`src/tmc_pkg.sv`:
```
package tmc_pkg;
    localparam logic [11:0] CTRL0_ADDR   = 12'h000;
    localparam logic [11:0] CTRL1_ADDR   = 12'h004;
    localparam logic [11:0] CNT_LO_ADDR  = 12'h008;
    localparam logic [11:0] CNT_HI_ADDR  = 12'h00C;
    localparam logic [11:0] CMPA_LO_ADDR = 12'h010;
    localparam logic [11:0] CMPA_HI_ADDR = 12'h014;
    localparam logic [11:0] CMPP_LO_ADDR = 12'h018;
    localparam logic [11:0] CMPP_HI_ADDR = 12'h01C;
    localparam logic [11:0] INT_STAT_ADDR = 12'h020;
    localparam logic [11:0] INT_MASK_ADDR = 12'h024;
    localparam logic [11:0] PDSEL_ADDR   = 12'h028;

    // Control 0 fields
    localparam int PAUSE_BIT = 7;
    localparam int CKSEL_LSB = 4;
    localparam int ON_BIT    = 3;
    // Control 1 fields
    localparam int MODE_LSB  = 6;
    localparam int IO_LSB    = 4;
    localparam int OC_BIT    = 3;
    localparam int POL_BIT   = 2;
    localparam int CCLR_BIT  = 0;
    // Interrupt status bits
    localparam int IRQ_A_BIT = 0;
    localparam int IRQ_P_BIT = 1;

    localparam logic [7:0]  BYTE_ZERO   = 8'h00;
    localparam logic [7:0]  CTRL0_WMASK = 8'hF8;
    localparam logic [15:0] CNT_ONE     = 16'h0001;
    localparam logic [3:0]  SYS_DIV4_M1 = 4'h3;
    localparam logic [5:0]  H_DIV16_M1  = 6'h0F;
    localparam logic [5:0]  H_DIV64_M1  = 6'h3F;

    typedef enum logic [2:0]
    {
        CK_SYS4  = 3'h0,
        CK_SYS   = 3'h1,
        CK_H16   = 3'h2,
        CK_H64   = 3'h3,
        CK_SUB0  = 3'h4,
        CK_SUB1  = 3'h5,
        CK_PINR  = 3'h6,
        CK_PINF  = 3'h7
    } tmc_cksel_t;

    typedef enum logic [1:0]
    {
        MD_CMP   = 2'h0,
        MD_UNDEF = 2'h1,
        MD_PWM   = 2'h2,
        MD_TIMER = 2'h3
    } tmc_mode_t;

    typedef enum logic [1:0]
    {
        IO_NONE   = 2'h0,
        IO_LOW    = 2'h1,
        IO_HIGH   = 2'h2,
        IO_TOGGLE = 2'h3
    } tmc_io_t;

    localparam logic [1:0] PD0_PTP_CODE = 2'h2;

    // Single pulse state along Gray path
    typedef enum logic [1:0]
    {
        SP_IDLE  = 2'b00,
        SP_PULSE = 2'b01,
        SP_DONE  = 2'b11
    } tmc_sp_t;
endpackage

```
`src/tmc_sync.sv`:
```
`timescale 1ns/1ps
module tmc_sync
(
    input  wire logic clk_i,
    input  wire logic resetn_i,
    input  wire logic d_i,
    output logic      q_o
);
    logic meta;

    always_ff @(posedge clk_i or negedge resetn_i)
    begin
        if (!resetn_i)
        begin
            meta <= 1'b0;
            q_o  <= 1'b0;
        end
        else
        begin
            meta <= d_i;
            q_o  <= meta;
        end
    end
endmodule // tmc_sync

```
`src/tmc_tick.sv`:
```
`timescale 1ns/1ps
module tmc_tick
(
    input  wire logic                clk_i,
    input  wire logic                resetn_i,
    input  wire tmc_pkg::tmc_cksel_t sel_i,
    input  wire logic                h_tick_i,
    input  wire logic                sub_tick_i,
    input  wire logic                pin_rise_i,
    input  wire logic                pin_fall_i,
    output logic                     tick_o
);
    import tmc_pkg::*;

    logic [3:0] sys_div;
    logic [5:0] h_div;
    wire        sys4_tick = (sys_div == SYS_DIV4_M1);
    wire        h16_tick  = h_tick_i && (h_div[3:0] == H_DIV16_M1[3:0]);
    wire        h64_tick  = h_tick_i && (h_div == H_DIV64_M1);

    always_ff @(posedge clk_i or negedge resetn_i)
    begin
        if (!resetn_i)
        begin
            sys_div <= 4'h0;
            h_div   <= 6'h00;
        end
        else
        begin
            sys_div <= sys4_tick ? 4'h0 : sys_div + 4'h1;
            if (h_tick_i)
                h_div <= h_div + 6'h01;
        end
    end

    always_comb
    begin
        case (sel_i)
            CK_SYS4: tick_o = sys4_tick;
            CK_SYS:  tick_o = 1'b1;
            CK_H16:  tick_o = h16_tick;
            CK_H64:  tick_o = h64_tick;
            CK_SUB0: tick_o = sub_tick_i;
            CK_SUB1: tick_o = sub_tick_i;
            CK_PINR: tick_o = pin_rise_i;
            CK_PINF: tick_o = pin_fall_i;
            default: tick_o = 1'b0;
        endcase
    end
endmodule // tmc_tick

```
`src/tmc_top.sv`:
```
`timescale 1ns/1ps
module tmc_top
(
    input  wire logic        clk_i,
    input  wire logic        resetn_i,
    input  wire logic        psel_i,
    input  wire logic        penable_i,
    input  wire logic        pwrite_i,
    input  wire logic [11:0] paddr_i,
    input  wire logic [31:0] pwdata_i,
    output logic      [31:0] prdata_o,
    output logic             pready_o,
    output logic             pslverr_o,
    input  wire logic        h_tick_i,
    input  wire logic        sub_tick_i,
    input  wire logic        timer_event_clock_pin_i,
    output logic             timer_output_pin_o,
    output logic             periodic_timer_output_pin_o,
    output logic             pd0_gpio_select_o,
    output logic             irq_o
);
    import tmc_pkg::*;

    logic [7:0]  ctrl0;
    logic [7:0]  ctrl1;
    logic [15:0] counter;
    logic [15:0] compare_a_value;
    logic [15:0] compare_p_value;
    logic [7:0]  hold_buf;
    logic [1:0]  int_stat;
    logic [1:0]  int_mask;
    logic [7:0]  portd_function_select;
    logic        on_q;
    logic        pin_s;
    logic        pin_q;
    logic        out_lvl;
    logic        tick;
    tmc_sp_t     sp_state;
    tmc_sp_t     next_sp_state;

    // Bus phases
    wire        acc     = psel_i && penable_i;
    wire        wr      = acc && pwrite_i;
    wire        rd      = acc && !pwrite_i;
    wire [7:0]  wbyte   = pwdata_i[7:0];

    // Control fields
    wire        run_on  = ctrl0[ON_BIT];
    wire        paused  = ctrl0[PAUSE_BIT];
    wire        turn_on = run_on && !on_q;
    tmc_cksel_t cksel;
    tmc_mode_t  mode;
    tmc_io_t    io_sel;
    assign cksel  = tmc_cksel_t'(ctrl0[CKSEL_LSB +: 3]);
    assign mode   = tmc_mode_t'(ctrl1[MODE_LSB +: 2]);
    assign io_sel = tmc_io_t'(ctrl1[IO_LSB +: 2]);
    wire   init_lvl = ctrl1[OC_BIT];
    wire   clr_on_a = ctrl1[CCLR_BIT];

    // Matches are judged on the count being left, once per tick
    wire        step    = run_on && !paused && tick;
    wire        match_a = step && (counter == compare_a_value);
    wire        match_p = step && (counter == compare_p_value);
    wire        clr_cnt_a = match_a && clr_on_a;
    wire        clr_cnt_p = match_p && !clr_on_a;
    wire        clr_cnt = clr_cnt_a || clr_cnt_p;
    wire [15:0] next_counter = turn_on ? {BYTE_ZERO, BYTE_ZERO} :
                               clr_cnt ? {BYTE_ZERO, BYTE_ZERO} :
                               step    ? counter + CNT_ONE : counter;

    // Edge detect on the synchronised pin only
    wire pin_rise = pin_s && !pin_q;
    wire pin_fall = !pin_s && pin_q;

    // Address decode
    wire hit_c0  = (paddr_i == CTRL0_ADDR);
    wire hit_c1  = (paddr_i == CTRL1_ADDR);
    wire hit_dl  = (paddr_i == CNT_LO_ADDR);
    wire hit_dh  = (paddr_i == CNT_HI_ADDR);
    wire hit_al  = (paddr_i == CMPA_LO_ADDR);
    wire hit_ah  = (paddr_i == CMPA_HI_ADDR);
    wire hit_pl  = (paddr_i == CMPP_LO_ADDR);
    wire hit_ph  = (paddr_i == CMPP_HI_ADDR);
    wire hit_is  = (paddr_i == INT_STAT_ADDR);
    wire hit_im  = (paddr_i == INT_MASK_ADDR);
    wire hit_pd  = (paddr_i == PDSEL_ADDR);
    wire mapped  = hit_c0 || hit_c1 || hit_dl || hit_dh || hit_al || hit_ah ||
                   hit_pl || hit_ph || hit_is || hit_im || hit_pd;

    // Low-byte reads see the buffer, never the live byte
    wire [7:0] rd_byte =
        hit_c0 ? ctrl0 :
        hit_c1 ? ctrl1 :
        (hit_dl || hit_al || hit_pl) ? hold_buf :
        hit_dh ? counter[15:8] :
        hit_ah ? compare_a_value[15:8] :
        hit_ph ? compare_p_value[15:8] :
        hit_is ? {6'h00, int_stat} :
        hit_im ? {6'h00, int_mask} :
        hit_pd ? portd_function_select : BYTE_ZERO;

    // Capture for a high read, load for a compare low write
    wire [7:0] next_hold_buf =
        (rd && hit_dh) ? counter[7:0] :
        (rd && hit_ah) ? compare_a_value[7:0] :
        (rd && hit_ph) ? compare_p_value[7:0] :
        (wr && (hit_al || hit_pl)) ? wbyte : hold_buf;

    // Set wins over a write-one clear
    wire [1:0] evt = {match_p, match_a};
    wire [1:0] w1c = (wr && hit_is) ? pwdata_i[1:0] : 2'h0;
    wire [1:0] next_int_stat = evt | (int_stat & ~w1c);

    // Single pulse: pin edge starts a pulse, compare A ends it
    always_comb
    begin
        case (sp_state)
            SP_IDLE:  next_sp_state = (run_on && pin_rise) ? SP_PULSE : SP_IDLE;
            SP_PULSE: next_sp_state = match_a ? SP_DONE : SP_PULSE;
            SP_DONE:  next_sp_state = run_on ? SP_DONE : SP_IDLE;
            default:  next_sp_state = SP_IDLE;
        endcase
    end
    wire sp_mode = (mode == MD_UNDEF);

    // Output level for compare match, PWM and single pulse
    logic next_out_lvl;
    always_comb
    begin
        next_out_lvl = out_lvl;
        if (turn_on)
            next_out_lvl = init_lvl;
        else if (mode == MD_CMP && match_a)
        begin
            case (io_sel)
                IO_LOW:    next_out_lvl = 1'b0;
                IO_HIGH:   next_out_lvl = 1'b1;
                IO_TOGGLE: next_out_lvl = !out_lvl;
                default:   next_out_lvl = out_lvl;
            endcase
        end
        else if (mode == MD_PWM)
        begin
            // With IO_HIGH, active until compare A, inactive to period end
            case (io_sel)
                IO_NONE:   next_out_lvl = !init_lvl;
                IO_LOW:    next_out_lvl = init_lvl;
                IO_HIGH:   next_out_lvl = (match_p || turn_on) ? init_lvl :
                                          match_a ? !init_lvl : out_lvl;
                default:   next_out_lvl = out_lvl;
            endcase
        end
        else if (sp_mode)
            next_out_lvl = (next_sp_state == SP_PULSE) ? init_lvl : !init_lvl;
    end

    wire [31:0] next_prdata = (rd && mapped) ? {24'h000000, rd_byte} : 32'h00000000;

    tmc_sync u_pin_sync
    (
        .clk_i    (clk_i),
        .resetn_i (resetn_i),
        .d_i      (timer_event_clock_pin_i),
        .q_o      (pin_s)
    );

    tmc_tick u_tick
    (
        .clk_i      (clk_i),
        .resetn_i   (resetn_i),
        .sel_i      (cksel),
        .h_tick_i   (h_tick_i),
        .sub_tick_i (sub_tick_i),
        .pin_rise_i (pin_rise),
        .pin_fall_i (pin_fall),
        .tick_o     (tick)
    );

    always_ff @(posedge clk_i or negedge resetn_i)
    begin
        if (!resetn_i)
        begin
            ctrl0 <= BYTE_ZERO;
            ctrl1 <= BYTE_ZERO;
            int_mask <= 2'h0;
            portd_function_select <= BYTE_ZERO;
        end
        else if (wr)
        begin
            if (hit_c0)
                ctrl0 <= wbyte & CTRL0_WMASK;
            if (hit_c1)
                ctrl1 <= wbyte;
            if (hit_im)
                int_mask <= wbyte[1:0];
            if (hit_pd)
                portd_function_select <= wbyte;
        end
    end

    // High write takes buffer into low byte together
    always_ff @(posedge clk_i or negedge resetn_i)
    begin
        if (!resetn_i)
        begin
            compare_a_value <= {BYTE_ZERO, BYTE_ZERO};
            compare_p_value <= {BYTE_ZERO, BYTE_ZERO};
        end
        else if (wr)
        begin
            if (hit_ah)
                compare_a_value <= {wbyte, hold_buf};
            if (hit_ph)
                compare_p_value <= {wbyte, hold_buf};
        end
    end

    always_ff @(posedge clk_i or negedge resetn_i)
    begin
        if (!resetn_i)
        begin
            counter  <= {BYTE_ZERO, BYTE_ZERO};
            hold_buf <= BYTE_ZERO;
            int_stat <= 2'h0;
            on_q     <= 1'b0;
            pin_q    <= 1'b0;
            out_lvl  <= 1'b0;
            sp_state <= SP_IDLE;
        end
        else
        begin
            counter  <= next_counter;
            hold_buf <= next_hold_buf;
            int_stat <= next_int_stat;
            on_q     <= run_on;
            pin_q    <= pin_s;
            out_lvl  <= next_out_lvl;
            sp_state <= sp_mode ? next_sp_state : SP_IDLE;
        end
    end

    always_ff @(posedge clk_i or negedge resetn_i)
    begin
        if (!resetn_i)
        begin
            prdata_o  <= 32'h00000000;
            pready_o  <= 1'b0;
            pslverr_o <= 1'b0;
            irq_o     <= 1'b0;
            timer_output_pin_o          <= 1'b0;
            periodic_timer_output_pin_o <= 1'b0;
            pd0_gpio_select_o           <= 1'b1;
        end
        else
        begin
            // One wait state: answer in the second access cycle
            pready_o  <= psel_i && penable_i && !pready_o;
            pslverr_o <= psel_i && penable_i && !pready_o && !mapped;
            prdata_o  <= next_prdata;
            irq_o     <= |(next_int_stat & int_mask);
            timer_output_pin_o <= next_out_lvl;
            periodic_timer_output_pin_o <=
                (portd_function_select[1:0] == PD0_PTP_CODE) && next_out_lvl;
            // Reserved code keeps the pin on general I/O
            pd0_gpio_select_o <= (portd_function_select[1:0] != PD0_PTP_CODE);
        end
    end
endmodule // tmc_top

```
`config.mk`:
```
export PLATFORM = sky130hd
export DESIGN_NAME = tmc_top
export DESIGN_NICKNAME = d
export VERILOG_FILES = /design/src/tmc_pkg.sv /design/src/tmc_sync.sv /design/src/tmc_tick.sv /design/src/tmc_top.sv
export SDC_FILE = /design/constraint.sdc
export NUM_CORES = 1
export LEC_CHECK = 0
export ABC_AREA = 1
export BUFFER_PORTS_ARGS = -buffer_cell sky130_fd_sc_hd__buf_2
export CAP_MARGIN = 20
export CELL_PAD_IN_SITES_DETAIL_PLACEMENT = 1
export CELL_PAD_IN_SITES_GLOBAL_PLACEMENT = 1
export CORE_ASPECT_RATIO = 0.6
export CORE_UTILIZATION = 42
export CTS_CLUSTER_DIAMETER = 80
export CTS_CLUSTER_SIZE = 24
export DETAILED_ROUTE_END_ITERATION = 16
export HOLD_SLACK_MARGIN = 0.02
export PLACE_DENSITY = 0.82
export SLEW_MARGIN = 5
export SYNTH_ARGS = -nofsm -noshare
export SYNTH_HDL_FRONTEND = slang
export SYNTH_SLANG_ARGS = --single-unit
```
`constraint.sdc`:
```
create_clock -name clk_i -period 2.3 [get_ports clk_i]
set_input_delay 0 -clock clk_i [delete_from_list [all_inputs] [get_ports clk_i]]
set_output_delay 0 -clock clk_i [all_outputs]
set_load 0.02 [all_outputs]
```
Yosys cells after proc, flatten, opt, wreduce, memory -nomap -nowiden
Index checks and enable logic that the tools add are counted.

Flip-flop bits (word level): 111. Bits of input ports: 52. Logic and storage cells: 161. Output and inout bits: 38.

Bitwise gates (word level): 4. Reduce and logical (&&, ||, !) cells: 65. Eq/ne operators: 32. Muxes and demuxes: 34. $add $sub $neg: 3.

Operators by type and width (number): 2-to-1 mux 8 bit (14); equality test 12 x 5 -> 1 bit, second input constant (4); 2-to-1 mux 16 bit (3); equality test 12 x 6 -> 1 bit, second input constant (3); equality test 16 bit (2); logical AND 1 bit (25); equality test 12 x 4 -> 1 bit, second input constant (2); adder 16 x 1 -> 16 bit, second input constant (1); logical OR 1 bit (15); equality test 12 x 3 -> 1 bit, second input constant (1); equality test 3 bit, second input constant (4); logical NOT 12 bit (1); AND reduction 2 bit (6); equality test 2 bit, second input constant (5); logical NOT 1 bit (10); equality test 2 x 1 -> 1 bit, second input constant (4); 2-to-1 mux 1 bit (8); 2-to-1 mux 2 bit (4); case mux 1 bit (7 select lines) (1); adder 6 x 1 -> 6 bit, second input constant (1); equality test 3 x 2 -> 1 bit, second input constant (2); equality test 6 bit, second input constant (1); logical NOT 2 bit (3); case mux 1 bit (3 select lines) (2); 14 further kinds (16).

Longest topological paths before layout
Depth in word-level cells: 14. Depth in mapped cells: 19.

Hierarchy
From an unflattened synthesis, not the netlist that was laid out.

Cell total of the unflattened synthesis: 836. Area, all modules: 6324.8 um^2.

Modules (own cells, without submodules): tmc_top (cells each 773, area an instance 5774.3 um^2, seq. area each 2478.6 um^2, times used 1); tmc_tick (cells each 61, area an instance 500.5 um^2, seq. area each 250.2 um^2, times used 1); tmc_sync (cells each 2, area an instance 50.0 um^2, seq. area each 50.0 um^2, times used 1).

Worst setup path after synthesis
No wires, ideal clock.

Kind: register to register. From: register u_tick.sys_div[0]. To: register counter[9]. Clock period less this slack: 1.812 ns. Slack: 0.488 ns. Buffers on the path: 0. Data arrival time: 1.690 ns. Cell stages (with the launch flop): 15. Required time: 2.178 ns. Path through: dfrtp_1 > ha_1 > nand3_1 > nand2_1 > nand2_1 > nand2_1 > nand2_1 > nor2_4 > inv_4 > nor2_4 > nand3_1 > nor2_2 > nand3_1 > nor3_1 > nor3_1.

Cells in the longest elaborated chain, start to end: 8. Elaborated cells between the ends (all ways): 11. Those cells by class: eq/ne: 1; mux: 3; reduce/logical: 7.

Ends and longest elaborated chain: start, declared (RTL line tmc_tick.sv:15) `logic [3:0] sys_div;`; start signal, assigned (RTL line tmc_tick.sv:30) `sys_div <= sys4_tick ? 4'h0 : sys_div + 4'h1;`; equality test 4 x 2 -> 1 bit * (RTL line tmc_tick.sv:17) `wire sys4_tick = (sys_div == SYS_DIV4_M1);`; case mux 1 bit (7 select lines) * (RTL line tmc_tick.sv:38) `case (sel_i)`; logical AND 1 bit * (RTL line tmc_top.sv:61) `wire step = run_on && !paused && tick;`; logical AND 1 bit, on equally long branches (RTL line tmc_top.sv:62, tmc_top.sv:63); logical AND 1 bit, on equally long branches (RTL line tmc_top.sv:64, tmc_top.sv:65); logical OR 1 bit (RTL line tmc_top.sv:66) `wire clr_cnt = clr_cnt_a || clr_cnt_p;`; 2-to-1 mux 16 bit (RTL line tmc_top.sv:68) `clr_cnt ? {BYTE_ZERO, BYTE_ZERO} :`; 2-to-1 mux 16 bit (RTL line tmc_top.sv:67) `wire [15:0] next_counter = turn_on ? {BYTE_ZERO, BYTE_ZERO} :`; end signal, assigned (RTL line tmc_top.sv:222) `counter <= {BYTE_ZERO, BYTE_ZERO};`; end signal, assigned (RTL line tmc_top.sv:232) `counter <= next_counter;`; end, declared (RTL line tmc_top.sv:26) `logic [15:0] counter;`.

Mark *: on every way between the ends. The rest lies on a longest branch, timed or not. A chain may end at the register's enable or synchronous reset.

Final worst setup path
From: input penable_i. To: register hold_buf[4].

Cells in the longest elaborated chain, start to end: 6. Elaborated cells between the ends (all ways): 11. Those cells by class: mux: 3; reduce/logical: 8.

Ends and longest elaborated chain: start, declared (RTL line tmc_top.sv:7) `input wire logic penable_i,`; logical AND 1 bit * (RTL line tmc_top.sv:42) `wire acc = psel_i && penable_i;`; logical AND 1 bit (RTL line tmc_top.sv:44) `wire rd = acc && !pwrite_i;`; logical AND 1 bit (RTL line tmc_top.sv:106) `(rd && hit_ph) ? compare_p_value[7:0] :`; 2-to-1 mux 8 bit (RTL line tmc_top.sv:106); 2-to-1 mux 8 bit (RTL line tmc_top.sv:105) `(rd && hit_ah) ? compare_a_value[7:0] :`; 2-to-1 mux 8 bit (RTL line tmc_top.sv:104) `(rd && hit_dh) ? counter[7:0] :`; end signal, assigned (RTL line tmc_top.sv:233) `hold_buf <= next_hold_buf;`; end, declared (RTL line tmc_top.sv:29) `logic [7:0] hold_buf;`.

Marks and branches as above.

==> summary.md <==
| Metric | Value |
|---|---|
| Die X | 159 µm |
| Internal power | 3.02 mW |
| Post-Route Utilization | 0.507 |
| Wirelength per Cell | 19.6 µm |
| Post-Synthesis Cells | 776 |
| Clock network power share | 0.399 |
| Pre-CTS setup slack | -28.0 ps |
| LEAKAGE | 3.37 nW |
| GP Congestion | 0.894 |
| Worst slew pin tran | 960 ps |
| Mapped Avg Cell Area | 7.99 µm² |
| Post-synth cell types | 52 |
| Drt total wl | 20.4 mm |
| Synth top area share | 0.444 |
| Crit-path cells | dlygate4sd3_1 -> buf_2 -> nand2_1 -> nor2_1 -> nand2_2 -> nand2_1 -> a211oi_2 -> a221oi_1 -> o21bai_1 |
| Most Crowded Layer GR | met2 |
| Synthesis warning total | 0 |
| Synth top cells by count | 194 x nand2_1, 110 x dfrtp_1, 87 x inv_1, 78 x o21ai_0, 44 x nor2_1 |
| Layout Skew | 11.6 ps |
| Worst Hold Class | in -> reg |
| Final Hold Fails | 0 |
| Met1 Track Usage GR | 0.402 |
| Async S/R FF share, synth | 1.00 |
| Achievable Freq | 0.454 GHz |
| CP Max Fanout | 10 |
| WHS | 24.4 ps |
| First DRT Iteration DRCs | 485 |
| Initial antenna violation count | 0 |
| GRT met2 Usage | 0.429 |
| Clock buffer depth | 2 |
| CP Class | in -> reg |
| Post-synth top flop | dfrtp_1 |
| Critical Path Most Common Cell | nand2_1 |
| Area Overhead vs Synth | 14.9% |
| Largest net degree at the start of global routing | 40 |
| M3 GR Usage | 0.0586 |
| First-pass GRT wire length | 32.4 mm |
| Finish-stage setup viols | 0 |
| Outcome | finished clean |
| Clk_lat worst skew | 360 ps |
| Most common cell in the netlist | nand2_1 |
| Ports | 90 |
| Ranking of synthesized cells by area | dfrtp_1 44%, nand2_1 12%, o21ai_0 6.3%, inv_1 5.3%, buf_4 3.1% |
| Yosys top cell by area | dfrtp_1 |
| NetSw | 1.09 mW |
| Total of max-cap violations | 0 |
| Relative slew slack | 0.360 |
| Peak supply drop | 0.357 mV |
| H-tree depth | 3 |
| Layout Nets | 900 |
| Clock transition at the registers of the reported paths | 80 ps |
| Port bufs | 41 |
| Pwr Density | 577 nW/µm² |
| Seq/Total Area, Yosys | 0.448 |
| Antenna Nets Post-Route | 0 |
| Fin area | 7120 µm² |
| Vias in the first global route | 5,897 |
| DIE HEIGHT | 96.1 µm |
| GRT Overall Usage | 0.281 |
| Final worst setup slack | 99.1 ps |
| Slowest cell on crit path | a211oi_2 |
| Placeable Area | 14,000 µm² |
| Reg power frac | 0.508 |
| CP max stage delay | 650 ps |
| DPL Wire Length | 15.2 mm |
| Root Buffer | clkbuf_16 |
| Initial core utilization | 0.442 |
| Startpoint types | input port |
| Post-synthesis instance area | 6200 µm² |
| FF+latch count, synth | 111 |
| Required time worst endpoint | 2530 ps |
| Crit. End Element | register |
| Clk sinks | 111 |
| CTS Buf Count | 9 |
| Total grt overflow | 0 |
| Total iterations of the first detailed-routing run | 5 |
| Net Sw Frac | 0.266 |
| Count of flip-flops with a built-in enable after synthesis | 0 |
| Combinational share of power | 0.093 |
| Final min period | 2200 ps |
| CTS tree | yes |
| # rows | 33 |
| Vias/cell | 5.52 |
| Slew Viols, Final | 0 |
| Final Cycle Share | 0.957 |
| WP data arrival | 2430 ps |
| Total die area | 15,300 µm² |
| DRC | 0 |
| Post-place instance area | 6660 µm² |
| Share of layout cells above drive strength 1 | 0.176 |
| Antenna diodes | 0 |
| Vias | 5,749 |
cell usage in the layout, fill, tap and decap left out, types with 4 or more instances in the layout:
cell type      synthesis  final
nand2_1              194    192
dfrtp_1              110    108
inv_1                 87     86
o21ai_0               78     78
buf_2                  2     40
nor2_1                44     39
a21oi_1               36     36
nand3_1               31     31
buf_4                 26     29
conb_1                 1     24
xnor2_1               19     19
nor2_2                10     14
o21ai_1               12     12
o211ai_1              10     10
clkbuf_16              0      9
nand2_2                6      8
nor3_1                 9      8
nand4_1                8      8
inv_2                  8      8
xor2_1                 8      8
o2111ai_1              7      7
nor2_4                 5      6
dlygate4sd3_1          0      5
nor3_4                 4      4
worst max-delay path, delay by kind of cell:
kind	cells	cell delay (ps)
AO/OA/AOI/OAI	3	980
AND/OR/NAND/NOR	4	790
buffers and inverters	2	650
sequential cells by signal, summed over array words and instances (netlist names), 2 cells and up:
register / count
compare_a_value: 16
compare_p_value: 16
counter: 16
ctrl0: 5
ctrl1: 8
hold_buf: 8
int_mask: 2
int_stat: 2
portd_function_select: 8
prdata_o: 8
sp_state: 2
u_tick.h_div: 6
u_tick.sys_div: 4
final timing paths:
path	startpoint	end	slack [ps]	cells after the start
max	penable_i	hold_buf[4]	100	9
min	pwdata_i[4]	portd_function_select[4]	20	3
max reg2reg	counter[3]	counter[10]	130	11
min reg2reg	u_pin_sync.meta	u_pin_sync.q_o	350	0
max in group asynchronous	resetn_i	compare_p_value[7]	1440	3
min in group asynchronous	resetn_i	u_tick.sys_div[3]	140	2
cell type report:
type                            count  area, µm²
Inverter                           97        369
Multi-Input combinational cell    550       2930
Timing Repair Buffer               76        499
Tap cell                          192        240
Fill cell                        1742       6910
Sequential cell                   111       2780
Clock buffer                        9        225
Clock inverter                      7       77.6
metrics by stage:
stage	setup TNS (ps)	power, mW	std cells
after floorplan	0	2.33	799
final	0	4.11	1042
after global placement	0	2.43	1016
after global routing	-3.37	4.26	1042
after CTS	0	4.10	1039
after detailed placement	-42.0	2.46	1016
what timing repair did:
action	4_1_cts	5_1_grt
pin swaps	3	6
setup endpoints to repair	5	17
setup buffers	2	3
hold endpoints to repair	74	0
resized for setup	2	18
hold buffers	5	0
power groups by stage:
stage	combinational (mW)	sequential (mW)	clock, mW
5_1_grt	0.428	2.10	1.73
2_1_floorplan	0.224	2.10	0
3_5_place_dp	0.341	2.12	0
4_1_cts	0.357	2.08	1.66
3_3_place_gp	0.317	2.11	0
6_report	0.382	2.09	1.64
cells by family (layout without fill, tap and decap cells):
| kind of cell | after synthesis | after routing | share of synthesized area |
|---|---|---|---|
| xor gates and xnor gates | 27 | 27 | 0.0382 |
| adders and majority gates | 3 | 3 | 0.00606 |
| other | 1 | 24 | 0.000605 |
| AOI/OAI and AO/OA | 164 | 164 | 0.151 |
| DFF | 111 | 111 | 0.448 |
| and+or+nand+nor | 332 | 332 | 0.252 |
| buffers and inverters | 138 | 189 | 0.104 |
layer usage:
layer  vias to the layer above  wire (µm)  part of all wire
li1                       2627          -                 -
met1                      2901       9840              0.48
met2                       192       8830              0.43
met3                        29       1360             0.067
met4                         0        345             0.017
met5                         -          0                 0
(Power assumes the default switching activity.)
